### src/hdl/gtc_pkg.sv
// Package for the general timer control block: register map, field layout, constants.
// Assumes a single 125 MHz clock domain and an AXI4-Lite register bus.
package gtc_pkg;
    localparam logic [11:0] CTL0_OFFSET    = 12'h000;
    localparam logic [11:0] RELOAD_OFFSET  = 12'h004;
    localparam logic [11:0] COUNT_OFFSET   = 12'h008;
    localparam logic [11:0] CMP_OFFSET     = 12'h00c;
    localparam logic [11:0] SWEV_OFFSET    = 12'h010;
    localparam logic [11:0] IRQ_STAT_OFFSET = 12'h014;
    localparam logic [11:0] IRQ_EN_OFFSET  = 12'h018;
    localparam logic [11:0] IRQ_CLR_OFFSET = 12'h01c;
    localparam logic [11:0] INPUT_OFFSET   = 12'h020;

    localparam int DIV_LSB    = 8;
    localparam int RELOAD_SHADOW_ENABLE_BIT   = 7;
    localparam int ALIGN_LSB  = 5;
    localparam int DIR_BIT    = 4;
    localparam int ONESHOT_BIT = 3;
    localparam int UPS_BIT    = 2;
    localparam int UPDATE_INHIBIT_BIT  = 1;
    localparam int RUN_BIT    = 0;
    localparam int CTL0_W     = 10;

    localparam logic [9:0]  CTL0_RESET   = 10'h000;
    localparam logic [15:0] RELOAD_RESET = 16'hffff;
    localparam logic [15:0] CMP_RESET    = 16'h0000;
    localparam logic [1:0]  IRQ_RESET    = 2'h0;

    localparam int IRQ_UPDATE = 0;
    localparam int IRQ_CMP    = 1;

    localparam logic [1:0] ALIGN_EDGE = 2'h0;
    localparam logic [1:0] ALIGN_DOWN = 2'h1;
    localparam logic [1:0] ALIGN_UP   = 2'h2;
    localparam logic [1:0] ALIGN_BOTH = 2'h3;

    localparam logic [1:0] RESP_OKAY   = 2'h0;
    localparam logic [1:0] RESP_SLVERR = 2'h2;

    typedef enum logic [1:0] {
        GTC_DIR_UP   = 2'b01,
        GTC_DIR_DOWN = 2'b10
    } gtc_dir_e;

    // Sample clock period in kernel cycles for a divider code; reserved code gives 1
    function automatic logic [2:0] gtc_div_period(input logic [1:0] code);
        unique case (code)
            2'h1:    gtc_div_period = 3'h2;
            2'h2:    gtc_div_period = 3'h4;
            default: gtc_div_period = 3'h1;
        endcase
    endfunction
endpackage

### src/hdl/gtc_sample_div.sv
// Sample clock enable divider for filter and dead-time logic.
// Assumes a divider code from the control register on the same clock.
`timescale 1ns/1ps
module gtc_sample_div
    import gtc_pkg::*;
(
    input  wire logic       aclk,
    input  wire logic       aresetn,
    input  wire logic       ce,
    input  wire logic [1:0] div_code,
    output logic            sample_tick
);
    logic [2:0] cnt_q;
    logic [2:0] period;

    assign period = gtc_div_period(div_code);

    always_ff @(posedge aclk) begin
        if (!aresetn) begin
            cnt_q       <= 3'h0;
            sample_tick <= 1'b0;
        end else if (ce) begin
            if (cnt_q >= period - 3'h1) begin
                cnt_q       <= 3'h0;
                sample_tick <= 1'b1;
            end else begin
                cnt_q       <= cnt_q + 3'h1;
                sample_tick <= 1'b0;
            end
        end
    end

    a_tick_spacing: assert property (@(posedge aclk) disable iff (!aresetn)
        (ce && div_code == 2'h2 && $stable(div_code) && sample_tick)
        |=> !sample_tick) else $error("sample tick too frequent");
endmodule

### src/hdl/gtc_event_flags.sv
// Sticky interrupt status with enable and write-one-to-clear.
// Assumes event pulses and clear strobes on the same clock.
`timescale 1ns/1ps
module gtc_event_flags
    import gtc_pkg::*;
(
    input  wire logic       aclk,
    input  wire logic       aresetn,
    input  wire logic       ce,
    input  wire logic [1:0] set_pulse,
    input  wire logic [1:0] clr_mask,
    input  wire logic       en_we,
    input  wire logic [1:0] en_wdata,
    output logic [1:0]      status_q,
    output logic [1:0]      enable_q,
    output logic            irq_q
);
    always_ff @(posedge aclk) begin
        if (!aresetn) begin
            status_q <= IRQ_RESET;
        end else if (ce) begin
            // Set wins over a clear in the same cycle
            status_q <= (status_q & ~clr_mask) | set_pulse;
        end
    end

    always_ff @(posedge aclk) begin
        if (!aresetn) begin
            enable_q <= IRQ_RESET;
        end else if (ce && en_we) begin
            enable_q <= en_wdata;
        end
    end

    always_ff @(posedge aclk) begin
        if (!aresetn) begin
            irq_q <= 1'b0;
        end else if (ce) begin
            irq_q <= |(((status_q & ~clr_mask) | set_pulse) & (en_we ? en_wdata : enable_q));
        end
    end
endmodule

### src/hdl/gtc_timer.sv
// Timer counter with its first control register, reload, compare and event flags.
// Assumes AXI4-Lite master on aclk; restart and mode inputs arrive as async pins.
`timescale 1ns/1ps
// Notes on behaviour
// - Divider code 00, 01, 10 gives sample tick every 1, 2, 4 cycles.
// - Reload shadow enabled buffers reload value until update; disabled writes act at once.
// - Alignment 00 counts edge-aligned in the direction bit's sense.
// - Alignment 01 center-aligned, compare flag only while counting down.
// - Alignment 10 center-aligned, compare flag only while counting up.
// - Alignment 11 center-aligned, compare flag in both directions.
// - Direction 0 up, 1 down; read-only in center or encoder operation.
// - One-shot mode stops the counter at the next update event.
// - Update source 0: software request, overflow/underflow, restart raise update flag.
// - Update source 1: only overflow or underflow raises update flag.
// - Update inhibit 0: each update event loads preloaded values into shadows.
// - Update inhibit 1: request or restart reinitializes counter without update event.
// - Counter counts only while run bit is set; software sets it itself.
// - Control register accepts half-word and word writes via byte strobes.
module gtc_timer
    import gtc_pkg::*;
(
    input  wire logic        aclk,
    input  wire logic        aresetn,
    input  wire logic        ce,
    input  wire logic [11:0] s_axi_awaddr,
    input  wire logic        s_axi_awvalid,
    output logic             s_axi_awready,
    input  wire logic [31:0] s_axi_wdata,
    input  wire logic [3:0]  s_axi_wstrb,
    input  wire logic        s_axi_wvalid,
    output logic             s_axi_wready,
    output logic [1:0]       s_axi_bresp,
    output logic             s_axi_bvalid,
    input  wire logic        s_axi_bready,
    input  wire logic [11:0] s_axi_araddr,
    input  wire logic        s_axi_arvalid,
    output logic             s_axi_arready,
    output logic [31:0]      s_axi_rdata,
    output logic [1:0]       s_axi_rresp,
    output logic             s_axi_rvalid,
    input  wire logic        s_axi_rready,
    input  wire logic        restart_pin,
    input  wire logic        encoder_mode_pin,
    output logic             sample_tick_q,
    output logic             update_pulse_q,
    output logic             compare_pulse_q,
    output logic             irq_q
);
    logic [9:0]  ctl_q;
    logic [15:0] reload_pre_q;
    logic [15:0] reload_act_q;
    logic [15:0] cmp_pre_q;
    logic [15:0] cmp_act_q;
    logic [15:0] count_q;
    gtc_dir_e    phase_q;
    logic [1:0]  restart_s_q;
    logic [1:0]  enc_s_q;
    logic        restart_prev_q;
    logic        swreq_q;
    logic [11:0] awaddr_q;
    logic        aw_have_q;
    logic [31:0] wdata_q;
    logic [3:0]  wstrb_q;
    logic        w_have_q;
    logic        sample_tick;
    logic [1:0]  stat;
    logic [1:0]  irq_en;
    logic        irq_w;

    logic        wr_go;
    logic        restart_evt;
    logic        center;
    logic        count_up;
    logic        at_end;
    logic        turn;
    logic        wrap_evt;
    logic        reinit;
    logic        upd_evt;
    logic        upd_flag;
    logic        cmp_match;
    logic        cmp_flag;
    logic [15:0] ctl_lo_merged;
    logic [1:0]  irq_clr;
    logic        irq_en_we;

    assign wr_go       = aw_have_q && w_have_q && !s_axi_bvalid;
    assign restart_evt = restart_s_q[1] && !restart_prev_q;
    assign center      = ctl_q[ALIGN_LSB +: 2] != ALIGN_EDGE;
    assign count_up    = (phase_q == GTC_DIR_UP);
    assign at_end      = count_up ? (count_q >= reload_act_q) : (count_q == 16'h0000);
    // Center turnarounds stand for overflow and underflow, or center mode never updates
    assign turn        = count_up ? (count_q >= reload_act_q - 16'h0001) : (count_q == 16'h0001);
    assign wrap_evt    = ctl_q[RUN_BIT] && (center ? turn : at_end);
    assign reinit      = swreq_q || restart_evt;
    assign upd_evt     = wrap_evt || (reinit && !ctl_q[UPDATE_INHIBIT_BIT]);
    assign upd_flag    = wrap_evt || (upd_evt && !ctl_q[UPS_BIT]);
    assign cmp_match   = ctl_q[RUN_BIT] && count_q == cmp_act_q;

    // Compare flag qualified by alignment and phase
    always_comb begin
        unique case (ctl_q[ALIGN_LSB +: 2])
            ALIGN_DOWN: cmp_flag = cmp_match && !count_up;
            ALIGN_UP:   cmp_flag = cmp_match && count_up;
            ALIGN_BOTH: cmp_flag = cmp_match;
            default:    cmp_flag = cmp_match;
        endcase
    end

    // Half-word or word writes merge lane by lane
    always_comb begin
        ctl_lo_merged = {6'h00, ctl_q};
        if (wstrb_q[0]) begin
            ctl_lo_merged[7:0] = wdata_q[7:0];
        end
        if (wstrb_q[1]) begin
            ctl_lo_merged[15:8] = {6'h00, wdata_q[9:8]};
        end
        if (center || enc_s_q[1]) begin
            ctl_lo_merged[DIR_BIT] = ctl_q[DIR_BIT];
        end
    end

    assign irq_clr   = (wr_go && awaddr_q == IRQ_CLR_OFFSET) ? wdata_q[1:0] : 2'h0;
    assign irq_en_we = wr_go && awaddr_q == IRQ_EN_OFFSET;

    always_ff @(posedge aclk) begin
        if (!aresetn) begin
            restart_s_q    <= 2'h0;
            enc_s_q        <= 2'h0;
            restart_prev_q <= 1'b0;
        end else if (ce) begin
            restart_s_q    <= {restart_s_q[0], restart_pin};
            enc_s_q        <= {enc_s_q[0], encoder_mode_pin};
            restart_prev_q <= restart_s_q[1];
        end
    end

    // AXI write channel capture, either order
    always_ff @(posedge aclk) begin
        if (!aresetn) begin
            aw_have_q <= 1'b0;
            w_have_q  <= 1'b0;
            awaddr_q  <= 12'h000;
            wdata_q   <= 32'h0000_0000;
            wstrb_q   <= 4'h0;
            s_axi_bvalid <= 1'b0;
        end else if (ce) begin
            if (s_axi_awvalid && s_axi_awready) begin
                aw_have_q <= 1'b1;
                awaddr_q  <= {s_axi_awaddr[11:2], 2'b00};
            end
            if (s_axi_wvalid && s_axi_wready) begin
                w_have_q <= 1'b1;
                wdata_q  <= s_axi_wdata;
                wstrb_q  <= s_axi_wstrb;
            end
            if (wr_go) begin
                aw_have_q    <= 1'b0;
                w_have_q     <= 1'b0;
                s_axi_bvalid <= 1'b1;
            end else if (s_axi_bready) begin
                s_axi_bvalid <= 1'b0;
            end
        end
    end

    assign s_axi_awready = !aw_have_q && !s_axi_bvalid;
    assign s_axi_wready  = !w_have_q && !s_axi_bvalid;

    always_ff @(posedge aclk) begin
        if (!aresetn) begin
            s_axi_bresp <= RESP_OKAY;
        end else if (ce && wr_go) begin
            unique case (awaddr_q)
                CTL0_OFFSET, RELOAD_OFFSET, CMP_OFFSET, SWEV_OFFSET,
                IRQ_EN_OFFSET, IRQ_CLR_OFFSET: s_axi_bresp <= RESP_OKAY;
                default:                       s_axi_bresp <= RESP_SLVERR;
            endcase
        end
    end

    // Control register; one-shot clears run at the update event
    always_ff @(posedge aclk) begin
        if (!aresetn) begin
            ctl_q <= CTL0_RESET;
        end else if (ce) begin
            if (wr_go && awaddr_q == CTL0_OFFSET) begin
                ctl_q <= ctl_lo_merged[CTL0_W-1:0];
            end else if (upd_evt && ctl_q[ONESHOT_BIT]) begin
                ctl_q[RUN_BIT] <= 1'b0;
            end
        end
    end

    always_ff @(posedge aclk) begin
        if (!aresetn) begin
            swreq_q <= 1'b0;
        end else if (ce) begin
            swreq_q <= wr_go && awaddr_q == SWEV_OFFSET && wdata_q[0];
        end
    end

    // Preload and shadow values
    always_ff @(posedge aclk) begin
        if (!aresetn) begin
            reload_pre_q <= RELOAD_RESET;
            reload_act_q <= RELOAD_RESET;
            cmp_pre_q    <= CMP_RESET;
            cmp_act_q    <= CMP_RESET;
        end else if (ce) begin
            if (wr_go && awaddr_q == RELOAD_OFFSET) begin
                reload_pre_q <= wdata_q[15:0];
                if (!ctl_q[RELOAD_SHADOW_ENABLE_BIT]) begin
                    reload_act_q <= wdata_q[15:0];
                end
            end else if (upd_evt) begin
                reload_act_q <= reload_pre_q;
            end
            if (wr_go && awaddr_q == CMP_OFFSET) begin
                cmp_pre_q <= wdata_q[15:0];
            end else if (upd_evt) begin
                cmp_act_q <= cmp_pre_q;
            end
        end
    end

    // Counter and direction phase
    always_ff @(posedge aclk) begin
        if (!aresetn) begin
            count_q <= 16'h0000;
            phase_q <= GTC_DIR_UP;
        end else if (ce) begin
            if (!center) begin
                phase_q <= ctl_q[DIR_BIT] ? GTC_DIR_DOWN : GTC_DIR_UP;
            end
            if (reinit) begin
                count_q <= count_up ? 16'h0000 : reload_act_q;
            end else if (ctl_q[RUN_BIT]) begin
                if (center) begin
                    if (turn) begin
                        phase_q <= count_up ? GTC_DIR_DOWN : GTC_DIR_UP;
                    end
                    count_q <= count_up ? count_q + 16'h0001 : count_q - 16'h0001;
                end else if (at_end) begin
                    count_q <= count_up ? 16'h0000 : reload_act_q;
                end else begin
                    count_q <= count_up ? count_q + 16'h0001 : count_q - 16'h0001;
                end
            end
        end
    end

    always_ff @(posedge aclk) begin
        if (!aresetn) begin
            update_pulse_q  <= 1'b0;
            compare_pulse_q <= 1'b0;
        end else if (ce) begin
            update_pulse_q  <= upd_flag;
            compare_pulse_q <= cmp_flag;
        end
    end

    // Read channel: one-cycle answer
    always_ff @(posedge aclk) begin
        if (!aresetn) begin
            s_axi_rvalid <= 1'b0;
            s_axi_rdata  <= 32'h0000_0000;
            s_axi_rresp  <= RESP_OKAY;
        end else if (ce) begin
            if (s_axi_arvalid && s_axi_arready) begin
                s_axi_rvalid <= 1'b1;
                s_axi_rresp  <= RESP_OKAY;
                unique case ({s_axi_araddr[11:2], 2'b00})
                    CTL0_OFFSET:     s_axi_rdata <= {22'h000000, ctl_q};
                    RELOAD_OFFSET:   s_axi_rdata <= {16'h0000, reload_pre_q};
                    COUNT_OFFSET:    s_axi_rdata <= {16'h0000, count_q};
                    CMP_OFFSET:      s_axi_rdata <= {16'h0000, cmp_pre_q};
                    IRQ_STAT_OFFSET: s_axi_rdata <= {30'h00000000, stat};
                    IRQ_EN_OFFSET:   s_axi_rdata <= {30'h00000000, irq_en};
                    INPUT_OFFSET:    s_axi_rdata <= {30'h00000000, enc_s_q[1], count_up};
                    default: begin
                        s_axi_rdata <= 32'h0000_0000;
                        s_axi_rresp <= RESP_SLVERR;
                    end
                endcase
            end else if (s_axi_rready) begin
                s_axi_rvalid <= 1'b0;
            end
        end
    end

    assign s_axi_arready = !s_axi_rvalid;
    assign irq_q = irq_w;

    gtc_sample_div u_div (
        .aclk        (aclk),
        .aresetn     (aresetn),
        .ce          (ce),
        .div_code    (ctl_q[DIV_LSB +: 2]),
        .sample_tick (sample_tick)
    );

    assign sample_tick_q = sample_tick;

    gtc_event_flags u_flags (
        .aclk      (aclk),
        .aresetn   (aresetn),
        .ce        (ce),
        .set_pulse ({cmp_flag, upd_flag}),
        .clr_mask  (irq_clr),
        .en_we     (irq_en_we),
        .en_wdata  (wdata_q[1:0]),
        .status_q  (stat),
        .enable_q  (irq_en),
        .irq_q     (irq_w)
    );

    a_oneshot_stop: assert property (@(posedge aclk) disable iff (!aresetn)
        (ce && upd_evt && ctl_q[ONESHOT_BIT] && !(wr_go && awaddr_q == CTL0_OFFSET))
        |=> !ctl_q[RUN_BIT]) else $error("one-shot did not stop");
    a_hold_stopped: assert property (@(posedge aclk) disable iff (!aresetn)
        (ce && !ctl_q[RUN_BIT] && !reinit) |=> $stable(count_q))
        else $error("counter moved while stopped");
    a_ups_filter: assert property (@(posedge aclk) disable iff (!aresetn)
        (ce && ctl_q[UPS_BIT] && !wrap_evt) |=> !update_pulse_q)
        else $error("update flag from filtered source");
    a_ups_all: assert property (@(posedge aclk) disable iff (!aresetn)
        (ce && !ctl_q[UPS_BIT] && !ctl_q[UPDATE_INHIBIT_BIT] && swreq_q) |=> update_pulse_q)
        else $error("software update missed");
    a_inhibit_reinit: assert property (@(posedge aclk) disable iff (!aresetn)
        (ce && ctl_q[UPDATE_INHIBIT_BIT] && swreq_q && !wrap_evt && count_up)
        |=> count_q == 16'h0000 && !update_pulse_q)
        else $error("inhibited request misbehaved");
    a_cmp_down: assert property (@(posedge aclk) disable iff (!aresetn)
        (ce && ctl_q[ALIGN_LSB +: 2] == ALIGN_DOWN && count_up) |=> !compare_pulse_q)
        else $error("compare flag while up in down mode");
    a_cmp_up: assert property (@(posedge aclk) disable iff (!aresetn)
        (ce && ctl_q[ALIGN_LSB +: 2] == ALIGN_UP && !count_up) |=> !compare_pulse_q)
        else $error("compare flag while down in up mode");
    a_cmp_both: assert property (@(posedge aclk) disable iff (!aresetn)
        (ce && ctl_q[ALIGN_LSB +: 2] == ALIGN_BOTH && cmp_match) |=> compare_pulse_q)
        else $error("compare flag missed");
    a_dir_locked: assert property (@(posedge aclk) disable iff (!aresetn)
        (ce && center) |=> $stable(ctl_q[DIR_BIT]))
        else $error("direction changed in center mode");
    a_edge_wrap: assert property (@(posedge aclk) disable iff (!aresetn)
        (ce && !center && count_up && !ctl_q[DIR_BIT] && wrap_evt && !reinit)
        |=> count_q == 16'h0000) else $error("edge counter did not wrap");
    a_direct_reload: assert property (@(posedge aclk) disable iff (!aresetn)
        (ce && wr_go && awaddr_q == RELOAD_OFFSET && !ctl_q[RELOAD_SHADOW_ENABLE_BIT])
        |=> reload_act_q == $past(wdata_q[15:0])) else $error("reload not direct");
    a_hword_ctl: assert property (@(posedge aclk) disable iff (!aresetn)
        (ce && wr_go && awaddr_q == CTL0_OFFSET && wstrb_q == 4'h3 && !center && !enc_s_q[1])
        |=> ctl_q == $past(wdata_q[9:0])) else $error("half-word write lost");
    a_upd_shadow: assert property (@(posedge aclk) disable iff (!aresetn)
        (ce && upd_evt && !(wr_go && awaddr_q == CMP_OFFSET)) |=> cmp_act_q == $past(cmp_pre_q))
        else $error("shadow not loaded");

    c_one_shot: cover property (@(posedge aclk) ctl_q[ONESHOT_BIT] && upd_evt);
    c_center:   cover property (@(posedge aclk) center && ctl_q[RUN_BIT] && cmp_flag);
    c_restart:  cover property (@(posedge aclk) restart_evt && ctl_q[UPDATE_INHIBIT_BIT]);
    c_irq:      cover property (@(posedge aclk) irq_w);
endmodule

### config.mk
export PLATFORM = sky130hd
export DESIGN_NAME = gtc_timer
export DESIGN_NICKNAME = d
export VERILOG_FILES = /design/src/hdl/gtc_pkg.sv /design/src/hdl/gtc_sample_div.sv /design/src/hdl/gtc_event_flags.sv /design/src/hdl/gtc_timer.sv
export SDC_FILE = /design/constraint.sdc
export NUM_CORES = 1
export LEC_CHECK = 0
export ABC_CLOCK_PERIOD_IN_PS = 3910
export BUFFER_PORTS_ARGS = -buffer_cell sky130_fd_sc_hd__clkbuf_2
export CORE_MARGIN = 4
export CORE_UTILIZATION = 25
export DETAILED_ROUTE_END_ITERATION = 8
export GPL_TIMING_DRIVEN = 0
export PLACE_DENSITY_LB_ADDON = 0.1
export REMOVE_ABC_BUFFERS = 1
export SKIP_CTS_REPAIR_TIMING = 1
export SLEW_MARGIN = 20
export SYNTH_ARGS = -nofsm -noshare
export SYNTH_HDL_FRONTEND = slang
export SYNTH_HIERARCHICAL = 1
export SYNTH_SLANG_ARGS = --single-unit
### constraint.sdc
create_clock -name aclk -period 3.91 [get_ports aclk]
set_input_delay 0.5865 -clock aclk [delete_from_list [all_inputs] [get_ports aclk]]
set_output_delay 0.5865 -clock aclk [all_outputs]
set_load 0.02 [all_outputs]
==> flow_summary.yaml, run 1 <==
setup_path:
  worst-path-buf-inv: 2
  criticalPathCategory: "flop to flop"
  crit_path_frequent_cell: "sky130_fd_sc_hd__nand3_1"
  crit_path_max_fanout: 10
  worst_path_arrival_time_ns: 3.98
  cpMaxStageDelayCell: "sky130_fd_sc_hd__nand4b_1"
  r2r_start: "reload_act_q[4]$_SDFFE_PN1P_"
  ff2ff_path_depth: 15
  timing.critical_path.slowest_cell_delay_ns: 0.33
  end_kind: "flop"
  critical_path.cell_chain: "inv_1 > nand3_1 > nor2_2 > nand3_1 > nor4_1 > xnor2_1 > ha_1 > a21oi_1 > nand2_1 > a211oi_2 > nand4b_1 > a22oi_2 > a21bo_4 > buf_12 > mux2_4"
  critPathTopFamily: "simple AND/OR/NAND/NOR gates"
  r2r_slack_ns: 0.25
  worstReg2RegEnd: "reload_act_q[11]$_SDFFE_PN1P_"
  cp.required_ns: 4.23
  crit_path_start_kind: "flop"
die:
  io_pins: 115
  row_count: 69
  die_ar_sq_um: 39400
  die-height_microns: 199
  initial_core_util: 0.255
  die-width_microns: 199
  core-area_sq_um: 35700
sta:
  timing.slew.headroom: 0.281
  worst_slew_pin_slew_ns: 1.08
  unrepaired_setup_endpoints_after_global_routing: "false"
  max_slew_violation_total_from_the_final_report: 0
  max_freq_mhz: 273
  clock-skew-final_ns: 0.0114
  report.final.hold_viol_count: 0
  hold_slack_ns: 0.371
  finalCritPeriodShare: 0.935
  period_minus_slack_ns: 3.66
  setup_violations: 0
route:
  post_drt_via_cell_ratio: 4.86
  post-route-drc-count: 0
  first_drt_iteration_drcs: 503
  final_routed_wirelength_across_all_metal_layers_microns: 29700
  wl_per_cell_microns: 18.2
  via_count: 7938
  final_antenna_net_count: 0
  detail_route.first_pass.iterations: 5
synthesis:
  synth_enable_flop_cells: 0
  synth_top_flop_cell: "sky130_fd_sc_hd__dfxtp_1"
  synth_cell_types: 75
  synth-compound-area-share: 0.139
  avg_inst_size_synth_sq_um: 8.04
  dominant_combinational_cell_family_by_area_after_synthesis: "simple AND/OR/NAND/NOR gates"
  ys_seq_elements: 159
  yosys.area_share.xor_xnor: 0.0309
  post_synth_fa_ha_maj_area_fraction: 0.0606
  netlist_instances: 1129
  async_reset_ff_frac: 0
  simple_gate_share_of_the_synthesized_area: 0.248
  synth_warnings: 6
  synth.cell_area_sq_um: 9080
  muxShareOfSynthArea: 0.107
  synth.yosys.seq_area_share: 0.351
final_layout:
  layout.cells.most_common: "sky130_fd_sc_hd__nand2_1"
  area.sequential_sq_um: 3180
  layout_common_cells: "sky130_fd_sc_hd__nand2_1 (242), sky130_fd_sc_hd__dfxtp_1 (159), sky130_fd_sc_hd__clkbuf_2 (73), sky130_fd_sc_hd__nand3_1 (71), sky130_fd_sc_hd__nor2_1 (66)"
  area_delta_synth_final_pct: 16.2
  post_route_cells_drive_above_1_share: 0.149
  antenna_cells: 0
  nFillCells: 3857
  multi_input_comb_area_sq_um: 5450
  stdcell_count: 1635
  final_nets: 1279
run:
  maxCapViolations: 0
min_path:
  hold_path_startpoint: "s_axi_wdata[9]"
  hold-path-cell-count: 3
  min_to: "wdata_q[9]$_SDFFE_PN0P_"
  hp-class: "input pin to flop"
global_routing:
  overflow_left_after_global_routing: 0
  grt_use_total: 0.151
  grt_pass1_vias: 7730
  grt_max_degree: 108
  global_route_wire_length_before_repair_microns: 46000
  number_of_antenna_violations_at_the_first_check_in_global_routing: 2
clocking:
  clock_path_buffers: 2
  cts_inserted_buffers: 17
  cts.sinks: 159
  cts_root_buffer: "sky130_fd_sc_hd__clkbuf_16"
  clock_latency_ns: 0.43
  htree_levels: 4
  cts_tree: "built"
  clk_pin_slew_worst_paths_ns: 0.07
place:
  post-dp-hpwl_microns: 21100
  place.detailed.instances: 1598
  placement.io_buffers: 74
  finalWeightedCongestion: 0.772
power:
  vdd_ir_drop_max_mv: 0.236
  power.density_nw_per_um2: 360
  p_total_w: 0.00379
  p_leak_nw: 4.32
run_status:
  status: "finished, final reports clean"
## where the power goes
part / total [W] / leakage, nW / switching, W / internal [W]
sequential: 0.00167 / 1.29 / 0.0000316 / 0.00164
combinational: 0.000266 / 2.72 / 0.000173 / 0.0000924
clock: 0.00185 / 0.311 / 0.000683 / 0.00117
## worst max-delay path by stage
stage | start | end | slack [ns] | cells after the start
3_3_place_gp | aresetn | count_q[0]$_SDFFE_PN0P_ | -1.86 | 3
2_1_floorplan | reload_act_q[3]$_SDFFE_PN1P_ | reload_act_q[1]$_SDFFE_PN1P_ | 0.64 | 14
5_1_grt | reload_act_q[6]$_SDFFE_PN1P_ | reload_act_q[11]$_SDFFE_PN1P_ | 0.01 | 15
6_report | reload_act_q[4]$_SDFFE_PN1P_ | reload_act_q[11]$_SDFFE_PN1P_ | 0.25 | 15
3_5_place_dp | reload_act_q[4]$_SDFFE_PN1P_ | reload_act_q[1]$_SDFFE_PN1P_ | -0.46 | 14
4_1_cts | reload_act_q[4]$_SDFFE_PN1P_ | reload_act_q[1]$_SDFFE_PN1P_ | -0.48 | 14
## synth_stat cells (all sizes together) (5+ instances only)
library cell	instances	area (sq um)
and2	9	56.3
ha	44	551
a32oi	6	60.1
a211oi	9	67.6
nor2	70	280
nor4	10	68.8
dfxtp	159	3180
nand3	72	360
buf	34	240
a21oi	64	324
a21boi	7	52.6
clkbuf	57	214
nor3	25	125
mux2i	48	480
nand2b	11	68.8
a22o	7	61.3
nor3b	6	50.1
o21ai	44	220
mux2	22	285
inv	33	124
xnor2	28	245
a22oi	5	42.5
nand4	19	119
nand2	242	908
a31oi	8	50.1
mux4	9	203
nor2b	11	73.8
o22ai	12	75.1
## per-layer routing
layer	vias up	GRT usage	part of all wire
met5	-	0	0
met4	0	0.0291	0.0085
met3	15	0.0225	0.029
met2	128	0.245	0.47
met1	3814	0.215	0.50
li1	3981	-	-
## area by class of cell
| type | count | share of cell area |
|---|---|---|
| multi-input combinational | 863 | 0.517 |
| sequential | 159 | 0.302 |
| timing repair buffer | 91 | 0.0549 |
| tap | 461 | 0.0547 |
| clock buffer | 21 | 0.0446 |
| clock inverter | 7 | 0.0152 |
| inverter | 33 | 0.0120 |
## worst register-to-register path, stage by stage (launching register included)
cell	delay [ns]
sky130_fd_sc_hd__dfxtp_1	0.32
sky130_fd_sc_hd__inv_1	0.17
sky130_fd_sc_hd__nand3_1	0.14
sky130_fd_sc_hd__nor2_2	0.16
sky130_fd_sc_hd__nand3_1	0.18
sky130_fd_sc_hd__nor4_1	0.27
sky130_fd_sc_hd__xnor2_1	0.17
sky130_fd_sc_hd__ha_1	0.28
sky130_fd_sc_hd__a21oi_1	0.15
sky130_fd_sc_hd__nand2_1	0.08
sky130_fd_sc_hd__a211oi_2	0.27
sky130_fd_sc_hd__nand4b_1	0.33
sky130_fd_sc_hd__a22oi_2	0.32
sky130_fd_sc_hd__a21bo_4	0.23
sky130_fd_sc_hd__buf_12	0.17
sky130_fd_sc_hd__mux2_4	0.31
## stage by stage
| stage | setup slack [ns] | instance area, sq um | setup TNS, ns | utilization |
|---|---|---|---|---|
| 4_1_cts | -0.477 | 10400 | -12.14 | 0.292 |
| 6_report | 0.254 | 10500 | 0 | 0.296 |
| 3_3_place_gp | -1.86 | 9630 | -152.16 | 0.270 |
| 2_1_floorplan | 0.638 | 8690 | 0 | - |
| 5_1_grt | 0.0105 | 10500 | 0 | 0.296 |
| 3_5_place_dp | -0.458 | 9790 | -10.86 | 0.275 |
## registers in the layout, indices dropped and copies added (netlist names), 3 cells and up
name          count
cmp_act_q        16
count_q          16
ctl_q            10
s_axi_rdata      16
reload_act_q     16
awaddr_q         10
cmp_pre_q        16
u_div/cnt_q       3
wdata_q          16
reload_pre_q     16
## logic make-up (layout without fill, tap and decap cells)
kind of cell | count (synthesis) | count (layout)
AOI/OAI and AO/OA | 197 | 197
xor gates and xnor gates | 32 | 32
DFF | 159 | 159
and+or+nand+nor | 493 | 493
adders and majority gates | 44 | 44
buffers and inverters | 124 | 152
other | 1 | 18
muxes | 79 | 79
No activity file was read; power rests on OpenSTA's default activity.
==> run 2, diff against run 1 <==
- CTS_BUF_LIST: unset -> sky130_fd_sc_hd__clkbuf_4 sky130_fd_sc_hd__clkbuf_8
==> run 2 against run 1 <==
Compared with the run above:
- clock power is 23% lower
- global-route usage about the same
- combinational power hardly changed
- design area is 1.5% lower
- via count shrank 0.28%
- die area did not move
- clock skew grew 0.0038 ns
- core utilization fell by 0.44 points
- first-iteration DRC count decreased by 4.0%
==> flow_summary.yaml, run 2 (synthesized netlist as in run 1, its figures left out) <==
final_layout:
  final_nets: 1280
  area_delta_synth_final_pct: 14.4
  layout_common_cells: "sky130_fd_sc_hd__nand2_1 (242), sky130_fd_sc_hd__dfxtp_1 (159), sky130_fd_sc_hd__clkbuf_2 (73), sky130_fd_sc_hd__nand3_1 (71), sky130_fd_sc_hd__nor2_1 (66)"
  layout.cells.most_common: "sky130_fd_sc_hd__nand2_1"
  finish.utilization: 0.291
  nFillCells: 3861
  post_route_cells_drive_above_1_share: 0.150
run:
  maxCapViolations: 0
power:
  vdd_ir_drop_max_mv: 0.257
  p_leak_nw: 4.23
  power.density_nw_per_um2: 325
global_routing:
  overflow_left_after_global_routing: 0
  grt_pass1_vias: 7728
  groute.layer.met2.usage: 0.246
  grt_use_total: 0.151
  global_route_wire_length_before_repair_microns: 46000
  grt_max_degree: 108
  number_of_antenna_violations_at_the_first_check_in_global_routing: 2
  met1_usage: 0.215
  global_route.usage.met3: 0.0220
  globalRoute.busiestLayer: "met2"
setup_path:
  ff2ff_path_depth: 16
  cp.required_ns: 4.26
  worst-path-buf-inv: 3
  timing.critical_path.slowest_cell_delay_ns: 0.40
  end_kind: "flop"
  r2r_start: "reload_act_q[4]$_SDFFE_PN1P_"
  crit_path_start_kind: "flop"
  cpMaxStageDelayCell: "sky130_fd_sc_hd__a221oi_4"
  crit_path_max_fanout: 6
  criticalPathCategory: "flop to flop"
  worstSetupPathDepth: 16
  setup.worst_path.end: "cmp_act_q[1]$_SDFFE_PN0P_"
  crit_start: "reload_act_q[4]$_SDFFE_PN1P_"
  worst_path_arrival_time_ns: 3.97
  r2r_slack_ns: 0.29
  critical_path.cell_chain: "inv_1 > nand3_1 > nor2_2 > nand3_1 > nor4_1 > xnor2_1 > ha_1 > a21oi_1 > nand2_1 > a211oi_2 > nand4b_1 > buf_4 > a221oi_4 > nor2_4 > buf_4 > mux2i_1"
  critPathTopFamily: "simple AND/OR/NAND/NOR gates"
  worstReg2RegEnd: "cmp_act_q[1]$_SDFFE_PN0P_"
die:
  die-width_microns: 199
  core-area_sq_um: 35700
  die_ar_sq_um: 39400
  initial_core_util: 0.255
  io_pins: 115
  die-height_microns: 199
  row_count: 69
place:
  finalWeightedCongestion: 0.772
  placement.io_buffers: 74
  post-dp-hpwl_microns: 21100
  dp_worst_setup_slack_ns: -0.458
route:
  final_antenna_net_count: 0
  wl_per_cell_microns: 18.2
  post-route-drc-count: 0
  detail_route.first_pass.iterations: 5
  final_routed_wirelength_across_all_metal_layers_microns: 29800
  first_drt_iteration_drcs: 483
  post_drt_via_cell_ratio: 4.84
  via_count: 7916
clocking:
  cts.sinks: 159
  htree_levels: 4
  clk_pin_slew_worst_paths_ns: 0.09
  cts_inserted_buffers: 17
  clock_path_buffers: 2
  cts_root_buffer: "sky130_fd_sc_hd__clkbuf_8"
  clock_latency_ns: 0.46
  cts_tree: "built"
sta:
  timing.slew.headroom: 0.277
  max_slew_violation_total_from_the_final_report: 0
  layout_setup_ws_ns: 0.293
  worst_slew_pin_slew_ns: 1.08
  report.final.hold_viol_count: 0
  unrepaired_setup_endpoints_after_global_routing: "false"
  setup_violations: 0
  max_freq_mhz: 276
  finalCritPeriodShare: 0.925
  period_minus_slack_ns: 3.62
  clock-skew-final_ns: 0.0152
min_path:
  hp-class: "input pin to flop"
run_status:
  status: "finished, final reports clean"
-- run 2: cell count changes in the layout (fill, tap and decap cells not counted) --
cell and delta:
sky130_fd_sc_hd__a221oi_2 -1, sky130_fd_sc_hd__a221oi_4 +1, sky130_fd_sc_hd__a32oi_2 -1, sky130_fd_sc_hd__a32oi_4 +1
sky130_fd_sc_hd__buf_4 +1, sky130_fd_sc_hd__clkbuf_1 -1, sky130_fd_sc_hd__clkbuf_16 -17, sky130_fd_sc_hd__clkbuf_4 +1
sky130_fd_sc_hd__clkbuf_8 +17, sky130_fd_sc_hd__diode_2 +1, sky130_fd_sc_hd__nand2b_1 +1, sky130_fd_sc_hd__nand2b_2 -1
-- run 2: layout make-up --
| cell class | instances | area, sq um | share of cell area |
|---|---|---|---|
| diodes | 1 | 2.50 | 0.000241 |
| clock buffers | 21 | 283 | 0.0272 |
| clock inverters | 7 | 160 | 0.0154 |
| inverters | 33 | 126 | 0.0122 |
| multi-input cells | 863 | 5470 | 0.527 |
| flip-flops and latches | 159 | 3180 | 0.306 |
| well taps | 461 | 577 | 0.0555 |
| repair buffers | 92 | 587 | 0.0565 |
-- run 2: power by group --
group | internal (W) | leakage [nW] | switching [W]
registers | 0.00164 | 1.29 | 0.0000314
clock network | 0.000803 | 0.227 | 0.000629
logic | 0.0000927 | 2.72 | 0.000174
-- run 2: worst min-delay path by stage --
stage	to	depth (start not counted)	slack [ns]	start
after floorplan	awaddr_q[6]$_SDFFE_PN0P_	2	0.44	awaddr_q[6]$_SDFFE_PN0P_
after global placement	s_axi_rdata[4]$_SDFFE_PN0P_	2	0.44	s_axi_rdata[4]$_SDFFE_PN0P_
after detailed placement	s_axi_rdata[8]$_SDFFE_PN0P_	2	0.44	s_axi_rdata[8]$_SDFFE_PN0P_
after CTS	awaddr_q[8]$_SDFFE_PN0P_	3	0.30	s_axi_awaddr[8]
after global routing	awaddr_q[5]$_SDFFE_PN0P_	3	0.30	s_axi_awaddr[5]
final	wdata_q[12]$_SDFFE_PN0P_	3	0.34	s_axi_wdata[12]
-- run 2: stage by stage --
| step | power, W | std cells | hold WS (ns) | setup TNS, ns | instance area, sq um |
|---|---|---|---|---|---|
| 2_1_floorplan | 0.00184 | 1055 | 0.436 | 0 | 8690 |
| 3_3_place_gp | 0.00197 | 1590 | 0.441 | -152.16 | 9630 |
| 3_5_place_dp | 0.00198 | 1598 | 0.444 | -10.86 | 9790 |
| 4_1_cts | 0.00342 | 1626 | 0.297 | -12.74 | 10200 |
| 5_1_grt | 0.00351 | 1636 | 0.302 | 0 | 10400 |
| 6_report | 0.00337 | 1637 | 0.335 | 0 | 10400 |
-- run 2: worst min-delay path, delay by kind of cell --
| kind | cells | cell delay, ns |
|---|---|---|
| simple gates | 1 | 0.04 |
| buf+inv | 1 | 0.08 |
| compound gates | 1 | 0.05 |
-- run 2: per-layer routing --
metal  up-vias  share of wire
met3        15          0.025
met2       117           0.47
li1       3986              -
met4         0         0.0087
met5         -              0
met1      3798           0.50
